===== config.mk =====
export PLATFORM = sky130hd
export DESIGN_NAME = inertial_output_registers
export DESIGN_NICKNAME = d
export VERILOG_FILES = /design/src/core/imu_pkg.sv /design/src/core/spi_word_port.sv /design/src/core/inertial_output_registers.sv
export VERILOG_INCLUDE_DIRS = /design/src /design/src/core
export SDC_FILE = /design/constraint.sdc
export NUM_CORES = 1
export LEC_CHECK = 0
export ABC_AREA = 1
export BUFFER_PORTS_ARGS = -buffer_cell sky130_fd_sc_hd__buf_4
export CAP_MARGIN = 20
export CORE_ASPECT_RATIO = 0.75
export CORE_MARGIN = 8
export CORE_UTILIZATION = 50
export DETAILED_ROUTE_END_ITERATION = 8
export PLACE_DENSITY = 0.7
export RECOVER_POWER = 25
export SYNTH_ARGS = -nofsm -noshare
export SYNTH_HDL_FRONTEND = slang
export SYNTH_HIERARCHICAL = 1
export SYNTH_SLANG_ARGS = --single-unit

===== constraint.sdc =====
create_clock -name core_clk -period 4.1 [get_ports core_clk]
set_input_delay 0.205 -clock core_clk [delete_from_list [all_inputs] [get_ports core_clk]]
set_output_delay 0.205 -clock core_clk [all_outputs]
set_load 0.05 [all_outputs]

===== src/core/imu_defs.svh =====
/*
 * Address map, field positions, scale figures and limits of the inertial output register bank.
 * Assumes byte addressing on the serial port, with a 16-bit word at each even address.
 */
// What this block does
// - Rate high word is 16-bit two's complement; zero rate reads 0x0000.
// - Rate high word scale is 0.1 deg/s per bit over +/-2000 deg/s.
// - Rate low word holds 16 resolution bits below the high word's LSB.
// - Rate low/high words sit at 0x04/0x06, 0x08/0x0A, 0x0C/0x0E.
// - Measurement registers are read-only, reset to 0x0000_0000, no flash backup.
// - Acceleration uses the rate axes and carries dynamic and gravity response.
// - Acceleration high and low words join into one 32-bit value, high first.
// - Acceleration high word: two's complement, zero is 0x0000, 12.25 mm/s^2 per bit.
// - Acceleration low word holds 16 resolution bits below the high word's LSB.
// - Acceleration low/high words sit at 0x10/0x12 (x) and 0x14/0x16 (y).
// - Full-scale acceleration high word reads 0x7D00 positive, 0x8300 negative.
`ifndef IMU_DEFS_SVH
`define IMU_DEFS_SVH

`define ADDR_W             7
`define ADDR_RATE_X_LOW    7'h04
`define ADDR_RATE_X_HIGH   7'h06
`define ADDR_RATE_Y_LOW    7'h08
`define ADDR_RATE_Y_HIGH   7'h0A
`define ADDR_RATE_Z_LOW    7'h0C
`define ADDR_RATE_Z_HIGH   7'h0E
`define ADDR_ACCEL_X_LOW   7'h10
`define ADDR_ACCEL_X_HIGH  7'h12
`define ADDR_ACCEL_Y_LOW   7'h14
`define ADDR_ACCEL_Y_HIGH  7'h16

// Serial command word: bit 15 set means write, bits 14:8 the byte address
`define CMD_WRITE_BIT      15
`define CMD_ADDR_MSB       14
`define CMD_ADDR_LSB       8
`define FRAME_BITS         16
`define BIT_CNT_W          4

`define MEAS_RESET         32'h0000_0000
`define UNMAPPED_READ      16'h0000

// Scale of the high words, kept for reference by software models
`define RATE_LSB_MDPS      100
`define RATE_RANGE_DPS     2000
`define ACCEL_LSB_UMPS2    12250
// Saturation limits of the 32-bit values
`define RATE_MAX           32'sh4E20_0000
`define RATE_MIN           32'shB1E0_0000
`define ACCEL_MAX          32'sh7D00_0000
`define ACCEL_MIN          32'sh8300_0000

`define NUM_AXES           5
`define AXIS_IDX_W         3

`endif


===== src/core/imu_pkg.sv =====
/*
 * Types shared by the inertial output register bank and its serial port.
 * Assumes imu_defs.svh is on the include path.
 */
`include "imu_defs.svh"

package imu_pkg;

    // One coherent sample from the sensor path, 32-bit two's complement per axis
    typedef struct packed {
        logic signed [31:0] rate_x;
        logic signed [31:0] rate_y;
        logic signed [31:0] rate_z;
        logic signed [31:0] accel_x;
        logic signed [31:0] accel_y;
    } sample_t;

    typedef struct packed {
        logic                 wr;
        logic [`ADDR_W-1:0]   addr;
        logic [7:0]           data;
    } spi_cmd_t;

    typedef enum logic [1:0] {
        FRAME_IDLE  = 2'b01,
        FRAME_SHIFT = 2'b10
    } frame_state_t;

endpackage : imu_pkg


===== src/core/spi_word_port.sv =====
/*
 * Serial slave shifter, SPI mode 3, 16-bit words, oversampled by core_clk.
 * Assumes sclk is well below core_clk / 4 so every edge is seen after synchronising.
 */
`timescale 1ns/1ps

module spi_word_port
    import imu_pkg::*;
(
    input  wire logic        core_clk,
    input  wire logic        arst_n,
    input  wire logic        cs_n,
    input  wire logic        sclk,
    input  wire logic        mosi,
    output logic             miso,
    input  wire logic [15:0] tx_word,
    output logic [15:0]      rx_word,
    output logic             rx_valid
);

    logic [2:0]             sync1_ff;
    logic [2:0]             sync2_ff;
    logic                   sclk_d_ff;
    logic                   cs_n_d_ff;
    frame_state_t           state_ff;
    logic [`BIT_CNT_W-1:0]  bit_cnt_ff;
    logic [15:0]            rx_sh_ff;
    logic [15:0]            tx_sh_ff;
    logic                   cs_n_s;
    logic                   sclk_s;
    logic                   mosi_s;
    logic                   sclk_rise;
    logic                   sclk_fall;
    logic                   frame_start;

    assign cs_n_s      = sync2_ff[2];
    assign sclk_s      = sync2_ff[1];
    assign mosi_s      = sync2_ff[0];
    assign sclk_rise   = sclk_s & ~sclk_d_ff;
    assign sclk_fall   = ~sclk_s & sclk_d_ff;
    assign frame_start = ~cs_n_s & cs_n_d_ff;

    always_ff @(posedge core_clk or negedge arst_n) begin
        if (!arst_n) begin
            sync1_ff <= 3'h6;
            sync2_ff <= 3'h6;
        end else begin
            sync1_ff <= {cs_n, sclk, mosi};
            sync2_ff <= sync1_ff;
        end
    end

    always_ff @(posedge core_clk or negedge arst_n) begin
        if (!arst_n) begin
            sclk_d_ff <= 1'b1;
            cs_n_d_ff <= 1'b1;
        end else begin
            sclk_d_ff <= sclk_s;
            cs_n_d_ff <= cs_n_s;
        end
    end

    // Frame control: deselect aborts a partial word
    always_ff @(posedge core_clk or negedge arst_n) begin
        if (!arst_n) begin
            state_ff   <= FRAME_IDLE;
            bit_cnt_ff <= '0;
        end else begin
            case (state_ff)
                FRAME_IDLE: begin
                    if (frame_start) begin
                        state_ff   <= FRAME_SHIFT;
                        bit_cnt_ff <= '0;
                    end
                end
                FRAME_SHIFT: begin
                    if (cs_n_s) begin
                        state_ff <= FRAME_IDLE;
                    end else if (sclk_rise) begin
                        bit_cnt_ff <= bit_cnt_ff + 4'h1;
                    end
                end
                default: begin
                    state_ff <= FRAME_IDLE;
                end
            endcase
        end
    end

    always_ff @(posedge core_clk or negedge arst_n) begin
        if (!arst_n) begin
            rx_sh_ff <= 16'h0000;
            rx_word  <= 16'h0000;
            rx_valid <= 1'b0;
        end else begin
            rx_valid <= 1'b0;
            if (state_ff == FRAME_SHIFT && !cs_n_s && sclk_rise) begin
                rx_sh_ff <= {rx_sh_ff[14:0], mosi_s};
                if (bit_cnt_ff == 4'hF) begin
                    rx_word  <= {rx_sh_ff[14:0], mosi_s};
                    rx_valid <= 1'b1;
                end
            end
        end
    end

    // MSB out at select, next bit on each falling edge after a rising one
    always_ff @(posedge core_clk or negedge arst_n) begin
        if (!arst_n) begin
            tx_sh_ff <= 16'h0000;
            miso     <= 1'b0;
        end else if (frame_start) begin
            tx_sh_ff <= tx_word;
            miso     <= tx_word[15];
        end else if (state_ff == FRAME_SHIFT && !cs_n_s && sclk_fall && bit_cnt_ff != 4'h0) begin
            tx_sh_ff <= {tx_sh_ff[14:0], 1'b0};
            miso     <= tx_sh_ff[14];
        end else if (cs_n_s) begin
            miso <= 1'b0;
        end
    end

endmodule : spi_word_port


===== src/core/inertial_output_registers.sv =====
/*
 * Read-only output register bank for three rate axes and two acceleration axes.
 * Assumes the sensor path delivers one coherent sample with a one-cycle strobe on
 * core_clk, and that the host reads over the serial port, the answer to each
 * command word being shifted out in the following frame.
 */
`timescale 1ns/1ps

module inertial_output_registers
    import imu_pkg::*;
(
    input  wire logic    core_clk,
    input  wire logic    arst_n,
    input  wire logic    sample_valid,
    input  wire sample_t sample,
    input  wire logic    cs_n,
    input  wire logic    sclk,
    input  wire logic    mosi,
    output logic         miso
);

    logic signed [31:0]  raw [`NUM_AXES];
    logic signed [31:0]  clamped [`NUM_AXES];
    logic [31:0]         meas_ff [`NUM_AXES];
    logic [15:0]         tx_word_ff;
    logic [15:0]         hold_high_ff;
    logic [`AXIS_IDX_W-1:0] hold_axis_ff;
    logic                hold_valid_ff;
    logic [15:0]         rx_word;
    logic                rx_valid;
    spi_cmd_t            cmd;
    logic [15:0]         nxt_tx_word;
    logic [`AXIS_IDX_W-1:0] sel_axis;
    logic                sel_hit;
    logic                sel_high;

    // Axis order 0..2 rate, 3..4 acceleration; accel shares the rate axes
    assign raw[0] = sample.rate_x;
    assign raw[1] = sample.rate_y;
    assign raw[2] = sample.rate_z;
    assign raw[3] = sample.accel_x;
    assign raw[4] = sample.accel_y;

    // Saturate at full scale so the high words never pass the published extremes
    genvar g;
    generate
        for (g = 0; g < `NUM_AXES; g++) begin : g_clamp
            if (g < 3) begin : g_rate
                always_comb begin
                    if (raw[g] > `RATE_MAX) begin
                        clamped[g] = `RATE_MAX;
                    end else if (raw[g] < `RATE_MIN) begin
                        clamped[g] = `RATE_MIN;
                    end else begin
                        clamped[g] = raw[g];
                    end
                end
            end else begin : g_accel
                always_comb begin
                    if (raw[g] > `ACCEL_MAX) begin
                        clamped[g] = `ACCEL_MAX;
                    end else if (raw[g] < `ACCEL_MIN) begin
                        clamped[g] = `ACCEL_MIN;
                    end else begin
                        clamped[g] = raw[g];
                    end
                end
            end

            // Both words of an axis load together from one sample
            always_ff @(posedge core_clk or negedge arst_n) begin
                if (!arst_n) begin
                    meas_ff[g] <= `MEAS_RESET;
                end else if (sample_valid) begin
                    meas_ff[g] <= clamped[g];
                end
            end
        end
    endgenerate

    spi_word_port u_port (
        .core_clk (core_clk),
        .arst_n   (arst_n),
        .cs_n     (cs_n),
        .sclk     (sclk),
        .mosi     (mosi),
        .miso     (miso),
        .tx_word  (tx_word_ff),
        .rx_word  (rx_word),
        .rx_valid (rx_valid)
    );

    assign cmd = spi_cmd_t'(rx_word);

    // Address decode; odd byte addresses select the same word
    always_comb begin
        sel_hit  = 1'b1;
        sel_high = 1'b0;
        sel_axis = 3'h0;
        if ({cmd.addr[6:1], 1'b0} == `ADDR_RATE_X_LOW) begin
            sel_axis = 3'h0;
        end else if ({cmd.addr[6:1], 1'b0} == `ADDR_RATE_X_HIGH) begin
            sel_axis = 3'h0;
            sel_high = 1'b1;
        end else if ({cmd.addr[6:1], 1'b0} == `ADDR_RATE_Y_LOW) begin
            sel_axis = 3'h1;
        end else if ({cmd.addr[6:1], 1'b0} == `ADDR_RATE_Y_HIGH) begin
            sel_axis = 3'h1;
            sel_high = 1'b1;
        end else if ({cmd.addr[6:1], 1'b0} == `ADDR_RATE_Z_LOW) begin
            sel_axis = 3'h2;
        end else if ({cmd.addr[6:1], 1'b0} == `ADDR_RATE_Z_HIGH) begin
            sel_axis = 3'h2;
            sel_high = 1'b1;
        end else if ({cmd.addr[6:1], 1'b0} == `ADDR_ACCEL_X_LOW) begin
            sel_axis = 3'h3;
        end else if ({cmd.addr[6:1], 1'b0} == `ADDR_ACCEL_X_HIGH) begin
            sel_axis = 3'h3;
            sel_high = 1'b1;
        end else if ({cmd.addr[6:1], 1'b0} == `ADDR_ACCEL_Y_LOW) begin
            sel_axis = 3'h4;
        end else if ({cmd.addr[6:1], 1'b0} == `ADDR_ACCEL_Y_HIGH) begin
            sel_axis = 3'h4;
            sel_high = 1'b1;
        end else begin
            sel_hit = 1'b0;
        end
    end

    // Answer word: high word from bits 31:16, low word extends it in 15:0
    always_comb begin
        nxt_tx_word = `UNMAPPED_READ;
        if (!cmd.wr && sel_hit) begin
            if (!sel_high) begin
                nxt_tx_word = meas_ff[sel_axis][15:0];
            end else if (hold_valid_ff && hold_axis_ff == sel_axis) begin
                nxt_tx_word = hold_high_ff;
            end else begin
                nxt_tx_word = meas_ff[sel_axis][31:16];
            end
        end
    end

    // Writes are dropped: every measurement word is read-only
    always_ff @(posedge core_clk or negedge arst_n) begin
        if (!arst_n) begin
            tx_word_ff <= `UNMAPPED_READ;
        end else if (rx_valid) begin
            tx_word_ff <= nxt_tx_word;
        end
    end

    // A low-word read pins the matching high word until any high word or another low word is read
    always_ff @(posedge core_clk or negedge arst_n) begin
        if (!arst_n) begin
            hold_high_ff  <= 16'h0000;
            hold_axis_ff  <= 3'h0;
            hold_valid_ff <= 1'b0;
        end else if (rx_valid && !cmd.wr && sel_hit) begin
            if (!sel_high) begin
                hold_high_ff  <= meas_ff[sel_axis][31:16];
                hold_axis_ff  <= sel_axis;
                hold_valid_ff <= 1'b1;
            end else begin
                hold_valid_ff <= 1'b0;
            end
        end
    end

endmodule : inertial_output_registers


==> results of run 1 <==
-- worst reg2reg max path, cell delays in order (launching register included) --
cell,delay [ns]
dfrtp_1,0.42
nor2_4,0.21
nand3_2,0.37
nand2_2,0.52
nand2_1,0.12
nand2_1,0.10
nand3_2,0.53
nor2_1,0.30
nor2_1,0.07
nand2_1,0.06
nand2_1,0.05
nand2_1,0.06
-- power groups by stage --
stage          sequential [mW]  combinational, mW  clock (mW)
5_1_grt                   2.77              0.912        2.42
4_1_cts                   2.75              0.801        2.32
6_report                  2.75              0.818        2.30
3_5_place_dp              2.79              0.696           0
3_3_place_gp              2.79              0.683           0
2_1_floorplan             2.74              0.378           0
-- through the flow --
stage               hold slack [ns]  worst slack [ns]  power (mW)  utilization, %
floorplan                   -0.0906              2.26        3.12               -
global placement              0.313              1.43        3.47            56.5
detailed placement            0.315              1.33        3.48            56.6
CTS                         0.00374              1.31        5.86            65.1
global route                 0.0169             0.681        6.10            65.2
finish                      0.00404              1.21        5.87            65.2
-- sequential cells by signal, summed over array words and instances, names as in the netlist --
name	count
u_port/rx_word	7
u_port/rx_sh_ff	15
u_port/sclk_d_ff	1
meas_ff	160
u_port/sync1_ff	3
hold_high_ff	16
u_port/tx_sh_ff	15
hold_valid_ff	1
u_port/cs_n_d_ff	1
u_port/miso	1
hold_axis_ff	3
u_port/state_ff	2
tx_word_ff	16
u_port/sync2_ff	3
u_port/bit_cnt_ff	4
u_port/rx_valid	1
-- worst max path at each step --
stage | end | slack [ns]
detailed placement | tx_word_ff[11]$_DFFE_PN0P_ | 1.33
global route | u_port/sync2_ff[0]$_DFF_PN0_ | 0.68
CTS | tx_word_ff[11]$_DFFE_PN0P_ | 1.31
global placement | tx_word_ff[8]$_DFFE_PN0P_ | 1.43
floorplan | meas_ff[54]$_DFFE_PN0P_ | 2.26
finish | u_port/rx_sh_ff[1]$_DFFE_PN0P_ | 1.21
-- routing by layer --
metal	vias up	track usage (%)	wire length [um]	part of all wire [%]
li1	6097	-	-	-
met1	6019	38.3	19400	46
met2	569	39.5	17900	42
met3	72	6.45	3820	9.1
met4	2	6.33	1020	2.4
met5	-	0	12	0.028
-- cells in the final DEF, fill, tap and decap left out, types with 4 or more instances in the layout --
cell,instances
o211ai_1,7
buf_4,177
dfrtp_1,242
nand2_2,4
clkbuf_16,25
ha_1,7
dlygate4sd3_1,132
dfstp_2,5
nor3_1,13
o21ai_2,10
inv_2,6
clkinvlp_4,6
nor2_4,4
a21oi_1,62
nor2_1,154
nor4_1,20
inv_1,101
nand2_1,649
o21ai_0,68
nand4_1,15
nand3_1,235
clkbuf_1,9
-- cell type report --
cell class	instances	area, um^2	share of cell area [%]
inverter	110	418	2.55
clock inverter	11	128	0.780
clock buffer	35	683	4.17
tap	338	423	2.58
sequential	249	6240	38.1
multi-input combinational	1284	5700	34.8
timing repair buffer	319	2770	16.9
==> metrics, run 1 <==
status finished with violations; violated checks max-capacitance violations, max-slew violations; clk sinks 249; first-pass GRT wire length 67.1 mm; Vias/cell 5.44; Nets 2162; num ports 167; CP Launch Type input port; final instance area 0.0164 mm^2; Pwr Density 358 mW/mm^2; hold-fix buffers at CTS 132; RSZ-0062 raised after global routing no; CTS buffer count 25; Cells on Worst Hold Path 3; Arr. time, crit path 3.54 ns; Final Hold Viols 0; total internal power 4.29 mW; number of cells after detailed placement 2165; # DRC 0; yosys warns 6; core box area 0.0251 mm^2; root buffer cell clkbuf_16; HP Class input port to register; Resized cells post-CTS 0; Clk Latency, worst-skew pair 0.54 ns; Chip Width 201 um; crit-path max cell delay 1.94 ns; largest net degree at the start of global routing 114; final WL 42.1 mm; height of the die 155 um; clock power share 39.2%; Crit-path slowest cell clkbuf_2; Required @ worst endpoint 4.76 ns; switching power 1.58 mW; worst IR drop on VDD 0.269 mV; crit-path max FO 113; CTS clk-pin slew, worst paths 0.07 ns; final setup violation count 0; Vias 12800; Die ar. 0.0311 mm^2; I/O Buffers 166; share of cells above drive strength 1 13.3%; Cell Area, Synth 0.0128 mm^2; R2R Path End tx_word_ff[11]$_DFFE_PN0P_; total track usage 26.5%; Area Growth Syn to Fin 27.8%; Comb pwr share 13.9%; DRT antenna net count 0; Lkg Pwr 8.18 nW; Starting DRT DRC Count 1261; total grt overflow 0; HPWL after DPL 28.9 mm; Placer Congestion 0.927; sequential share of power 46.9%; r2r setup slk 1.23 ns; H-tree depth 1; number of diodes 0; post-CTS setup buffer count 0; initial antenna violation count 1; number of core rows 50; Final Skew 0.0195 ns; Mapped Nets 1912; Top Family by Delay on Critical Path buffers and inverters; Post-Synthesis Cells 1739; DR pass1 iterations 6; min Tclk post-route 2.89 ns; initial core utilization 51.1%; Crit path buffers/inverters 3; Worst path depth 3; setup_tns 0 ns; wire per inst 18.0 um; Slew HR -91.0%; TritonCTS clock tree done; Net Sw Frac 26.9%; # fillers 2106; Crit. End Element asynchronous set/reset pin; Slew Limit Fails 114; Worst-Margin Slew 2.87 ns; Hold EP meas_ff[89]$_DFFE_PN0P_; # Max-Cap Violations 1; crit share post-route 70.4%; Worst Min Path Start sample[89]; worst path cell trace dlygate4sd3_1 > clkbuf_2 > buf_4; Finished Layout Cells 2346; vias in the first global route 12100; critical setup path kind input port to asynchronous set/reset pin; Mapped Avg Cell Area 7.37 um^2; worst reg-to-reg path cell count 11; Area after DPL 0.0142 mm^2; CTS Buffer Depth 3; worst r2r src u_port/rx_word[14]$_DFFE_PN0P_; critical path launch point arst_n; max frequency 0.347 GHz
No activity file was read; power rests on OpenSTA's default activity.
==> run 2, diff against run 1 <==
==> constraint.sdc (replaced) <==
create_clock -name core_clk -period 3 [get_ports core_clk]
set_input_delay 0.15 -clock core_clk [delete_from_list [all_inputs] [get_ports core_clk]]
set_output_delay 0.15 -clock core_clk [all_outputs]
set_load 0.05 [all_outputs]
==> run 2 against run 1 <==
The run still ends with max-capacitance violations, max-slew violations left. Total power up 47%. Clock-buffer cell count down 1. Design area up 2.7%. First-iteration DRC count up 6.0%. Largest power group unchanged.
==> metrics, run 2 (synthesis gave the netlist of run 1 again) <==
Chip Width 201 um; Top reg by flops meas_ff; Crit. End Element register; total track usage 27.0%; root buffer cell clkbuf_16; most common cell after layout, fill and taps aside nand2_1; final instance area 0.0168 mm^2; Total Power Consumption 8.60 mW; Worst-Margin Slew 2.18 ns; Placement Setup Slack 0.570 ns; Worst Min Path Start sample[88]; critical path launch point u_port/rx_word[14]$_DFFE_PN0P_; R2R Path End tx_word_ff[6]$_DFFE_PN0P_; wl on met1 18.8 mm; initial antenna violation count 1; Arr. time, crit path 2.94 ns; worst r2r src u_port/rx_word[14]$_DFFE_PN0P_; setup ws final 0.529 ns; crit share post-route 82.4%; max frequency 0.405 GHz; height of the die 155 um; Die ar. 0.0311 mm^2; CTS buffer count 26; largest net degree at the start of global routing 89; TritonCTS clock tree done; worst reg-to-reg path cell count 12; status finished with violations; Vias 12800; CTS Buffer Depth 3; Required @ worst endpoint 3.47 ns; core box area 0.0251 mm^2; Top Metal Used met4; most frequent cells in the layout nand2_1 (649), dfrtp_1 (242), nand3_1 (235); hold-fix buffers at CTS 151; clk sinks 249; num ports 167; Pwr Density 512 mW/mm^2; final setup violation count 0; Lkg Pwr 8.41 nW; first-pass GRT wire length 68.5 mm; post-CTS setup buffer count 0; Area Growth Syn to Fin 31.2%; worst IR drop on VDD 0.424 mV; HP Class input port to register; biggest regs meas_ff x160, hold_high_ff x16, tx_word_ff x16; r2r setup slk 0.53 ns; final WL 42.3 mm; Area after DPL 0.0143 mm^2; Final Hold Viols 0; Final Skew 0.0112 ns; metal2 WL 18.3 mm; # DRC 0; vias in the first global route 12700; Starting DRT DRC Count 1337; initial core utilization 51.1%; RSZ-0062 raised after global routing no; violated checks max-capacitance violations, max-slew violations; CP Launch Type register; routed wl met3 3.98 mm; min Tclk post-route 2.47 ns; share of cells above drive strength 1 14.1%; DR pass1 iterations 5; Placer Congestion 0.890; Slew HR -45.1%; H-tree depth 1; critical setup path kind register to register; Clk Latency, worst-skew pair 0.53 ns; total grt overflow 0; crit path to tx_word_ff[6]$_DFFE_PN0P_; Nets 2193; HPWL after DPL 29.3 mm; I/O Buffers 166; number of core rows 50; Resized cells post-CTS 0; Slew Limit Fails 89; max reg flops 160; wire per inst 17.8 um; # Max-Cap Violations 1; DRT antenna net count 0; CTS clk-pin slew, worst paths 0.07 ns; crit-path max FO 34; setup_tns 0 ns; Vias/cell 5.40
[run 2: worst min-delay path by stage]
| stage | depth (start not counted) | end |
|---|---|---|
| floorplan | 0 | hold_axis_ff[0]$_DFFE_PN0P_ |
| global placement | 1 | meas_ff[63]$_DFFE_PN0P_ |
| detailed placement | 1 | meas_ff[59]$_DFFE_PN0P_ |
| CTS | 5 | meas_ff[88]$_DFFE_PN0P_ |
| global route | 5 | meas_ff[88]$_DFFE_PN0P_ |
| finish | 5 | meas_ff[88]$_DFFE_PN0P_ |
[run 2: critical path, cell delays in order, from the launching register on]
cell	delay (ns)
dfrtp_1	0.42
nor2_4	0.19
nand3_2	0.33
nand2_2	0.21
buf_4	0.39
nand2_1	0.10
nand3_1	0.18
nand2_1	0.08
nor2_1	0.23
nand2_1	0.08
nand2_1	0.07
nand2_1	0.05
nand2_1	0.05
[run 2: report_power, final]
| part | switching (mW) | leakage (nW) | total (mW) | internal (mW) |
|---|---|---|---|---|
| combinational | 0.648 | 4.69 | 1.16 | 0.508 |
| clock | 1.38 | 0.486 | 3.69 | 2.31 |
| sequential | 0.162 | 3.24 | 3.76 | 3.60 |
| total | 2.19 | 8.41 | 8.60 | 6.41 |
[run 2: layout make-up]
type	count	area, um^2
clock inverters	14	233
fillers	2100	8280
clock buffers	34	762
flip-flops and latches	249	6240
repair buffers	349	3020
diodes	1	2.50
multi-input cells	1284	5700
well taps	338	423
inverters	110	418
[run 2: per-stage QoR]
step	hold WS [ns]	utilization (%)	cells
floorplan	-0.146	-	1739
global placement	0.203	57.1	2179
detailed placement	0.202	57.1	2179
CTS	0.000259	67.1	2378
global route	0.0248	67.0	2379
finish	0.0159	67.0	2379
[run 2: per-layer routing]
| metal | global-route usage [%] | vias up |
|---|---|---|
| li1 | - | 6172 |
| met2 | 41.3 | 567 |
| met5 | 0 | - |
| met1 | 37.7 | 6031 |
| met4 | 7.10 | 0 |
| met3 | 6.99 | 77 |
